--- config.mk ---
export PLATFORM = sky130hd
export DESIGN_NAME = pif_flags
export DESIGN_NICKNAME = d
export VERILOG_FILES = /design/src/rtl/pif_pkg.sv /design/src/rtl/pif_ssp_events.sv /design/src/rtl/pif_flags.sv
export SDC_FILE = /design/constraint.sdc
export NUM_CORES = 1
export LEC_CHECK = 0
export ABC_AREA = 0
export BUFFER_PORTS_ARGS = -buffer_cell sky130_fd_sc_hd__buf_2
export CORE_UTILIZATION = 43
export DETAILED_ROUTE_END_ITERATION = 10
export GPL_TIMING_DRIVEN = 0
export HOLD_SLACK_MARGIN = 0.06
export PLACE_DENSITY = 0.79
export REMOVE_ABC_BUFFERS = 1
export SYNTH_ARGS = -nofsm -noshare
export SYNTH_HDL_FRONTEND = slang
export SYNTH_SLANG_ARGS = --single-unit
--- constraint.sdc ---
create_clock -name clk_sys_in -period 1.35 [get_ports clk_sys_in]
set_input_delay 0.135 -clock clk_sys_in [delete_from_list [all_inputs] [get_ports clk_sys_in]]
set_output_delay 0.135 -clock clk_sys_in [all_outputs]
set_load 0.02 [all_outputs]
--- src/rtl/pif_pkg.sv ---
// Constants for the peripheral interrupt flag block
// What this block does
// - Flags set on their events regardless of any enable or global enable.
// - Bit 7 sets on each host port read or write, sticky until cleared.
// - Bit 6 sets when a conversion finishes; zero while incomplete.
// - Bit 5 read-only, mirrors receive buffer full.
// - Bit 4 read-only, mirrors transmit buffer empty.
// - Bit 3 sets on each completed serial transfer in SPI or I2C slave.
// - In I2C master, bit 3 also sets on finished start/stop/restart/ack sequences.
// - In I2C master or I2C slave, bit 3 sets on bus start/stop while port idle.
// - Capture mode: bit 2 sets on timer-1 capture, sticky.
// - Compare mode: bit 2 sets on compare match; unused in pulse-width mode.
package pif_pkg;
	// ----------------------------------------
	// Register map
	// ----------------------------------------
	localparam logic [3:0] PIF_ADDR_FLAGS = 4'h0;
	localparam logic [3:0] PIF_ADDR_STATUS = 4'h4;
	localparam logic [3:0] PIF_ADDR_MASK = 4'h8;
	localparam logic [3:0] PIF_ADDR_MODE = 4'hc;
	// ----------------------------------------
	// Field positions and values
	// ----------------------------------------
	localparam int PIF_BIT_HOST = 7;
	localparam int PIF_BIT_CONV = 6;
	localparam int PIF_BIT_RX = 5;
	localparam int PIF_BIT_TX = 4;
	localparam int PIF_BIT_SSP = 3;
	localparam int PIF_BIT_CCP = 2;
	localparam int PIF_BIT_TMR2 = 1;
	localparam int PIF_BIT_TIMER_ONE_COUNT = 0;
	localparam logic [7:0] PIF_RW_MASK = 8'hcf;
	localparam logic [7:0] PIF_FLAGS_RESET = 8'h00;
	localparam logic [7:0] PIF_MASK_RESET = 8'h00;
	localparam logic [1:0] PIF_MODE_RESET = 2'h0;
	localparam logic [31:0] PIF_UNMAPPED_DATA = 32'h0000_0000;
	// Capture/compare unit mode field
	typedef enum logic [1:0] {
		PIF_CCP_OFF = 2'h0,
		PIF_CCP_CAPTURE = 2'h1,
		PIF_CCP_COMPARE = 2'h2,
		PIF_CCP_PWM = 2'h3
	} pif_ccp_mode_t;
endpackage

--- src/rtl/pif_ssp_events.sv ---
// Merges the synchronous serial port event sources into one set pulse
module pif_ssp_events
	import pif_pkg::*;
(
	// Serial port mode
	input wire logic spi_mode_in,
	input wire logic i2c_slave_mode_in,
	input wire logic i2c_master_mode_in,
	input wire logic port_idle_in,
	// Events
	input wire logic xfer_done_in,
	input wire logic seq_done_in,
	input wire logic bus_start_in,
	input wire logic bus_stop_in,
	// Result
	output logic set_out
);
	always_comb begin
		set_out = 1'b0;
		if ((spi_mode_in || i2c_slave_mode_in || i2c_master_mode_in) && xfer_done_in) begin
			set_out = 1'b1;
		end
		if (i2c_master_mode_in && seq_done_in) begin
			set_out = 1'b1;
		end
		if ((i2c_master_mode_in || i2c_slave_mode_in) && port_idle_in && (bus_start_in || bus_stop_in)) begin
			set_out = 1'b1;
		end
	end
endmodule

--- src/rtl/pif_flags.sv ---
// Peripheral interrupt flag register with Avalon-MM slave and interrupt
module pif_flags
	import pif_pkg::*;
(
	// Clock and reset
	input wire logic clk_sys_in,
	input wire logic sys_rst_in,
	// Avalon-MM slave
	input wire logic [3:0] avs_address_in,
	input wire logic avs_read_in,
	input wire logic avs_write_in,
	input wire logic [31:0] avs_writedata_in,
	input wire logic [3:0] avs_byteenable_in,
	output logic [31:0] avs_readdata_out,
	output logic avs_waitrequest_out,
	// Peripheral events, one-cycle pulses
	input wire logic host_port_access_in,
	input wire logic conversion_done_in,
	input wire logic capcomp_capture_in,
	input wire logic capcomp_match_in,
	input wire logic timer_two_match_in,
	input wire logic timer_one_overflow_in,
	// Serial buffer levels
	input wire logic serial_rx_full_in,
	input wire logic serial_tx_empty_in,
	// Synchronous serial port
	input wire logic ssp_spi_mode_in,
	input wire logic ssp_i2c_slave_mode_in,
	input wire logic ssp_i2c_master_mode_in,
	input wire logic ssp_idle_in,
	input wire logic ssp_xfer_done_in,
	input wire logic ssp_seq_done_in,
	input wire logic ssp_bus_start_in,
	input wire logic ssp_bus_stop_in,
	// Flag and interrupt outputs
	output logic [7:0] peripheral_irq_flags_out,
	output logic irq_out
);
	// ----------------------------------------
	// State
	// ----------------------------------------
	logic [7:0] flags_q;
	logic [7:0] flags_d;
	logic [7:0] status_q;
	logic [7:0] mask_q;
	logic [1:0] mode_q;
	logic ack_q;
	logic [7:0] hw_set;
	logic ssp_set;
	logic access;
	logic wr_take;
	logic rd_take;
	logic byte0;

	function automatic logic [7:0] pif_write_clear(input logic [7:0] cur, input logic [7:0] wdata);
		// Writable bits keep ones written, zeros clear
		pif_write_clear = cur & (wdata | ~PIF_RW_MASK);
	endfunction

	pif_ssp_events u_ssp (
		.spi_mode_in(ssp_spi_mode_in),
		.i2c_slave_mode_in(ssp_i2c_slave_mode_in),
		.i2c_master_mode_in(ssp_i2c_master_mode_in),
		.port_idle_in(ssp_idle_in),
		.xfer_done_in(ssp_xfer_done_in),
		.seq_done_in(ssp_seq_done_in),
		.bus_start_in(ssp_bus_start_in),
		.bus_stop_in(ssp_bus_stop_in),
		.set_out(ssp_set)
	);

	// ----------------------------------------
	// Bus handshake: one wait cycle per access
	// ----------------------------------------
	assign access = (avs_read_in || avs_write_in) && !ack_q;
	assign wr_take = avs_write_in && ack_q;
	assign rd_take = avs_read_in && ack_q;
	assign byte0 = avs_byteenable_in[0];

	always_ff @(posedge clk_sys_in) begin
		if (sys_rst_in) begin
			ack_q <= 1'b0;
		end else begin
			ack_q <= access;
		end
	end

	always_ff @(posedge clk_sys_in) begin
		if (sys_rst_in) begin
			avs_waitrequest_out <= 1'b1;
		end else begin
			avs_waitrequest_out <= !access;
		end
	end

	// ----------------------------------------
	// Hardware set sources
	// ----------------------------------------
	always_comb begin
		hw_set = 8'h00;
		hw_set[PIF_BIT_HOST] = host_port_access_in;
		hw_set[PIF_BIT_CONV] = conversion_done_in;
		hw_set[PIF_BIT_SSP] = ssp_set;
		hw_set[PIF_BIT_CCP] = (mode_q == PIF_CCP_CAPTURE && capcomp_capture_in) ||
			(mode_q == PIF_CCP_COMPARE && capcomp_match_in);
		hw_set[PIF_BIT_TMR2] = timer_two_match_in;
		hw_set[PIF_BIT_TIMER_ONE_COUNT] = timer_one_overflow_in;
	end

	// ----------------------------------------
	// Flag register
	// ----------------------------------------
	always_comb begin
		flags_d = flags_q;
		if (wr_take && avs_address_in == PIF_ADDR_FLAGS && byte0) begin
			flags_d = pif_write_clear(flags_q, avs_writedata_in[7:0]);
		end
		flags_d = (flags_d | hw_set) & PIF_RW_MASK;
		flags_d[PIF_BIT_RX] = serial_rx_full_in;
		flags_d[PIF_BIT_TX] = serial_tx_empty_in;
	end

	always_ff @(posedge clk_sys_in) begin
		if (sys_rst_in) begin
			flags_q <= PIF_FLAGS_RESET;
		end else begin
			flags_q <= flags_d;
		end
	end

	// ----------------------------------------
	// Sticky status, mask and mode
	// ----------------------------------------
	always_ff @(posedge clk_sys_in) begin
		if (sys_rst_in) begin
			status_q <= PIF_FLAGS_RESET;
		end else if (rd_take && avs_address_in == PIF_ADDR_STATUS) begin
			// Clear only what the read reported; later events survive
			status_q <= (status_q & ~avs_readdata_out[7:0]) | hw_set;
		end else begin
			status_q <= status_q | hw_set;
		end
	end

	always_ff @(posedge clk_sys_in) begin
		if (sys_rst_in) begin
			mask_q <= PIF_MASK_RESET;
		end else if (wr_take && avs_address_in == PIF_ADDR_MASK && byte0) begin
			mask_q <= avs_writedata_in[7:0];
		end
	end

	always_ff @(posedge clk_sys_in) begin
		if (sys_rst_in) begin
			mode_q <= PIF_MODE_RESET;
		end else if (wr_take && avs_address_in == PIF_ADDR_MODE && byte0) begin
			mode_q <= avs_writedata_in[1:0];
		end
	end

	// ----------------------------------------
	// Read data and outputs
	// ----------------------------------------
	always_ff @(posedge clk_sys_in) begin
		if (sys_rst_in) begin
			avs_readdata_out <= PIF_UNMAPPED_DATA;
		end else if (access && avs_read_in) begin
			unique case (avs_address_in)
				PIF_ADDR_FLAGS: avs_readdata_out <= {24'h000000, flags_q};
				PIF_ADDR_STATUS: avs_readdata_out <= {24'h000000, status_q};
				PIF_ADDR_MASK: avs_readdata_out <= {24'h000000, mask_q};
				PIF_ADDR_MODE: avs_readdata_out <= {30'h00000000, mode_q};
				default: avs_readdata_out <= PIF_UNMAPPED_DATA;
			endcase
		end
	end

	always_ff @(posedge clk_sys_in) begin
		if (sys_rst_in) begin
			peripheral_irq_flags_out <= PIF_FLAGS_RESET;
			irq_out <= 1'b0;
		end else begin
			peripheral_irq_flags_out <= flags_d;
			irq_out <= |(status_q & mask_q);
		end
	end
endmodule

==> Yosys cells after proc, flatten, opt, wreduce, memory -nomap -nowiden <==
Index checks and enable logic that the tools add are counted.
{ "totals": {"register_bits": 61, "latch_bits": 0, "mem_bits_rw": 0, "mem_bits_ro": 0, "inputBits": 60, "out_inout_bits": 42, "elab_cells": 53, "n_memories": 0} }
{ "op_classes": {"addsub": 0, "n_mul": 0, "div": 0, "magnitude_cmp": 0, "eq_ne": 5, "n_shift": 0, "mux": 6, "bitwise": 7, "n_reduce_logical": 27} }
{ "op_table": {"columns": ["op", "count"], "rows": [
  ["$pmux 8 s4", 1],
  ["$and 8x8->8", 3],
  ["$or 8x8->8", 3],
  ["$logic_and 1x1->1", 17],
  ["$mux 8", 2],
  ["$eq 4x4->1 const B", 2],
  ["$not 8->8", 1],
  ["$reduce_or 8->1", 1],
  ["$logic_or 1x1->1", 6],
  ["$eq 4x3->1 const B", 1],
  ["$logic_not 4->1", 1],
  ["$mux 1", 3],
  ["$eq 2x1->1 const B", 1],
  ["$eq 2x2->1 const B", 1],
  ["$logic_not 1->1", 2]
]} }

==> Depth between registers and ports, before layout <==
{ "logic_depth": {"word_depth": 8, "mapped_depth": 6, "depth_no_buf": 3} }

==> Cells and area by module <==
A second synthesis with hierarchy kept.
{ "hier_totals": {"hier_cells": 215, "hier_area_um2": 1890.6} }
{ "modules_own_cells": {"columns": ["module", "instances", "cells_each", "area_per_inst_um2", "seq_area_each_um2"], "rows": [
  ["pif_flags", 1, 211, 1859.3, 740.7],
  ["pif_ssp_events", 1, 4, 31.3, 0.0]
]} }

==> Worst setup path after synthesis <==
Ideal clock, no wire load.
{ "synth_timing": {"path_type": "reg2reg", "start": "register ack_q", "end": "register peripheral_irq_flags_out[0]", "setup_ps": 132, "arrival_ps": 1131, "required_ps": 1218, "path_slack_ps": 87, "stages_incl_launch_ff": 5, "path_buffers": 1, "synth_period_minus_slack_ps": 1263, "path_cell_list": "dfxtp_1 -> nand4b_1 -> clkbuf_1 -> o31ai_1 -> a21oi_1"} }
{ "synth_between": {"elab_chain_len": 5} }
{ "synth_lines": {"columns": ["element", "line_no", "text"], "rows": [
  ["start, declared", "pif_flags.sv:47", "logic ack_q;"],
  ["start signal, assigned", "pif_flags.sv:84", "ack_q <= access;"],
  ["$logic_and 1x1->1", "pif_flags.sv:76", "assign wr_take = avs_write_in && ack_q;"],
  ["$logic_and 1x1->1 (2 in a row)", "pif_flags.sv:115", "if (wr_take && avs_address_in == PIF_ADDR_FLAGS && byte0) begin"],
  ["$mux 8", "pif_flags.sv:115", null],
  ["$or 8x8->8", "pif_flags.sv:118", "flags_d = (flags_d | hw_set) & PIF_RW_MASK;"],
  ["end signal, assigned", "pif_flags.sv:183", "peripheral_irq_flags_out <= flags_d;"],
  ["end, declared", "pif_flags.sv:36", "output logic [7:0] peripheral_irq_flags_out,"]
]} }
Every way passes these cells.
A chain may end at the register's enable or synchronous reset.

==> Worst setup path in the final report <==
{ "layout_timing": {"start": "input avs_address_in[3]", "end": "register mask_q[5]"} }
{ "layout_between": {"elab_chain_len": 3} }
{ "layout_lines": {"columns": ["element", "line_no", "text"], "rows": [
  ["start, declared", "pif_flags.sv:9", "input wire logic [3:0] avs_address_in,"],
  ["$eq 4x4->1", "pif_flags.sv:148", "end else if (wr_take && avs_address_in == PIF_ADDR_MASK && byte0) begin"],
  ["$logic_and 1x1->1 (2 in a row)", "pif_flags.sv:148", null],
  ["end signal, assigned", "pif_flags.sv:149", "mask_q <= avs_writedata_in[7:0];"],
  ["end, declared", "pif_flags.sv:45", "logic [7:0] mask_q;"]
]} }
Every way passes these cells.

==> metrics <==
status=completed; initial core utilization=46.3%; hold path depth=3; mapped cell area=between 0.0015 and 0.002 sq mm; antenna diode count=0; GRT Util Overall=19.2%; worst slew pin tran=647 ps; sequential share of the synthesized area=42.1%; largest net degree at the start of global routing=23; CTS max path bufs=2; cell taking the most area after synthesis=dfxtp_1; htree depth=2; die height=between 60 and 70 um; # IOs=102; DRT Pass-1 Iters=4; most frequent cells in the layout=50 x buf_2, 36 x dfxtp_1, 24 x conb_1; Hold Vio Cnt, Final=0; vias in the first global route=1364; Clock Latency Late Sink=between 200 and 300 ps; total clock sinks=37; IO Port Bufs=50; MaxCap Viol Count=0; Critical Path AT=1470 ps; IR drop worst, VDD=around 0.00044 V; post-DR vias/cell=5.33; PwrDens=1080 mW/mm^2; wl on met1=1800 um; largest cells by area after synthesis=dfxtp_1 42%, buf_4 10%, mux2i_1 6.8%; Startpoint Class=input pin; RSZ-0062 raised after global routing=false; Worst setup EP type=register; DRT Wirelength=4080 um; synth-to-layout area growth=16.1%; main flop type after synthesis=dfxtp_1; Pins Over Slew Limit=0; Slew Limit Headroom=56.8%; Hold Crit Class=input pin to register; worst clock skew=about 3.2 ps; worst r2r path cells=3; fin util=53.8%; cts bufs inserted=5; commonest non-fill, non-tap cell in the layout=buf_2; FP Rows=22; crit path max fanout=12; Post-synth EDFFs=0; met3 WL=236 um; clock slew at reported path FFs=70 ps; HPWL Detailed=approximately 2800 um; async set-or-reset flop fraction in the synthesized netlist=0%; CP Class=input pin to register; Fill cells=363; synthesized flop and latch total=37; post-place setup slack=-523 ps; share of the synthesized area in the top cell type=between 40% and 50%; Die X=66.0 um; wire length per cell=14.3 um; global-route wire length before repair=6190 um; Die ar.=0.00435 sq mm; required time worst endpoint=~1600 ps; grt ovf=0; Routed met2 length=around 2000 um; fmax=around 0.79 GHz; Mean Syn Cell Area=9.17 sq um; Post-DRT Antenna Nets=0; Post-Syn Instances=approximately 190; global placement routability congestion=about 0.81; period utilisation layout=roughly 93%; Root Driver=clkbuf_8; nets@finish=298; synth unique cells=39; initial antenna violation count=0; share of cells above drive strength 1=26.5%; worst setup margin=90.2 ps; DR top layer=met4; DR iter-0 viols=43; Worst R2R Setup Slack=100 ps; Synth Warn #=0; CTS tree=built; Leak=0.000900 uW; DRC Markers=0; Vias=1524; Final setup viols=0; Tmin final=1260 ps; Core Box Area=approximately 0.0038 sq mm
## synthesized netlist by cell type, types with 2 or more instances
cell type,count
o31ai_1,5
o211ai_1,8
mux2i_1,12
clkbuf_1,8
o21ai_0,2
nand4_1,2
dfxtp_1,37
o2bb2ai_1,6
o22ai_1,2
a211oi_1,2
a311oi_1,4
nand2_1,13
o21ai_1,8
a21oi_1,10
buf_4,24
buf_2,3
inv_1,8
nor2_1,5
a22o_1,8
a22oi_1,4
nor2b_1,3
## flip-flops by register name, indices dropped and copies added, names as in the netlist
name	count
irq_out	1
avs_waitrequest_out	1
mode_q	2
mask_q	8
avs_readdata_out	8
status_q	8
peripheral_irq_flags_out	8
ack_q	1
## path summary, 6_finish.rpt
check | start | endpoint
max reg2reg | ack_q$_SDFF_PP0_ | mask_q[5]$_SDFFE_PP0P_
max | avs_address_in[3] | mask_q[5]$_SDFFE_PP0P_
min | avs_writedata_in[4] | mask_q[4]$_SDFFE_PP0P_
min reg2reg | avs_readdata_out[5]$_SDFFE_PP0P_ | status_q[5]$_SDFFE_PP0P_
## timing repair
action                                  4_1_cts  5_1_grt
hold buffers                                  2        0
setup buffers                                 1        0
resized for setup                             4        2
pin swaps                                     1        0
endpoints found under the setup margin       28       12
endpoints found under the hold margin         2        0
## stage by stage
stage	instance area, sq um	hold slack [ps]	std cells	power, uW	setup TNS [ps]
final	2040	87.0	286	2220	0
after CTS	2040	85.0	286	2220	0
after detailed placement	1920	348	276	1460	-8700
after global placement	1920	342	276	1460	-8080
after floorplan	1610	204	178	1350	-580
after global routing	2040	109	286	2310	0
## layout make-up
class	instances	area, sq um	area share, %
Multi-Input combinational cell	133	845	41.3
Sequential cell	37	742	36.3
Timing Repair Buffer	53	282	13.8
Clock buffer	7	86.3	4.22
Tap cell	48	60.1	2.94
Inverter	8	30.0	1.47
## worst max-delay path, stage by stage
cell and delay (ps):
buf_2 240, or3b_4 510, or2_1 370, o21ai_1 200
## cell families (layout without fill, tap and decap cells)
kind of cell	after synthesis	in the layout	synth area share [%]
compound gates	64	64	25.9
other cells	1	24	0.213
simple gates	33	33	9.60
mux	12	12	6.82
flops	37	37	42.1
buf+inv	45	68	15.4
## per-layer routing
layer | up-vias | track usage (%)
li1 | 738 | -
met1 | 719 | 22.7
met2 | 63 | 32.9
met3 | 4 | 5.69
met4 | 0 | 6.38
met5 | - | 0
## report_power, final
group / switching, uW / leakage [uW] / internal (uW)
Sequential: 28.2 / 0.000303 / 1130
Clock: 360 / 0.0000443 / 405
Combinational: 196 / 0.000553 / 99.7
Total: 584 / 0.000900 / 1630
Note: power is estimated with default switching activity, not from simulation.
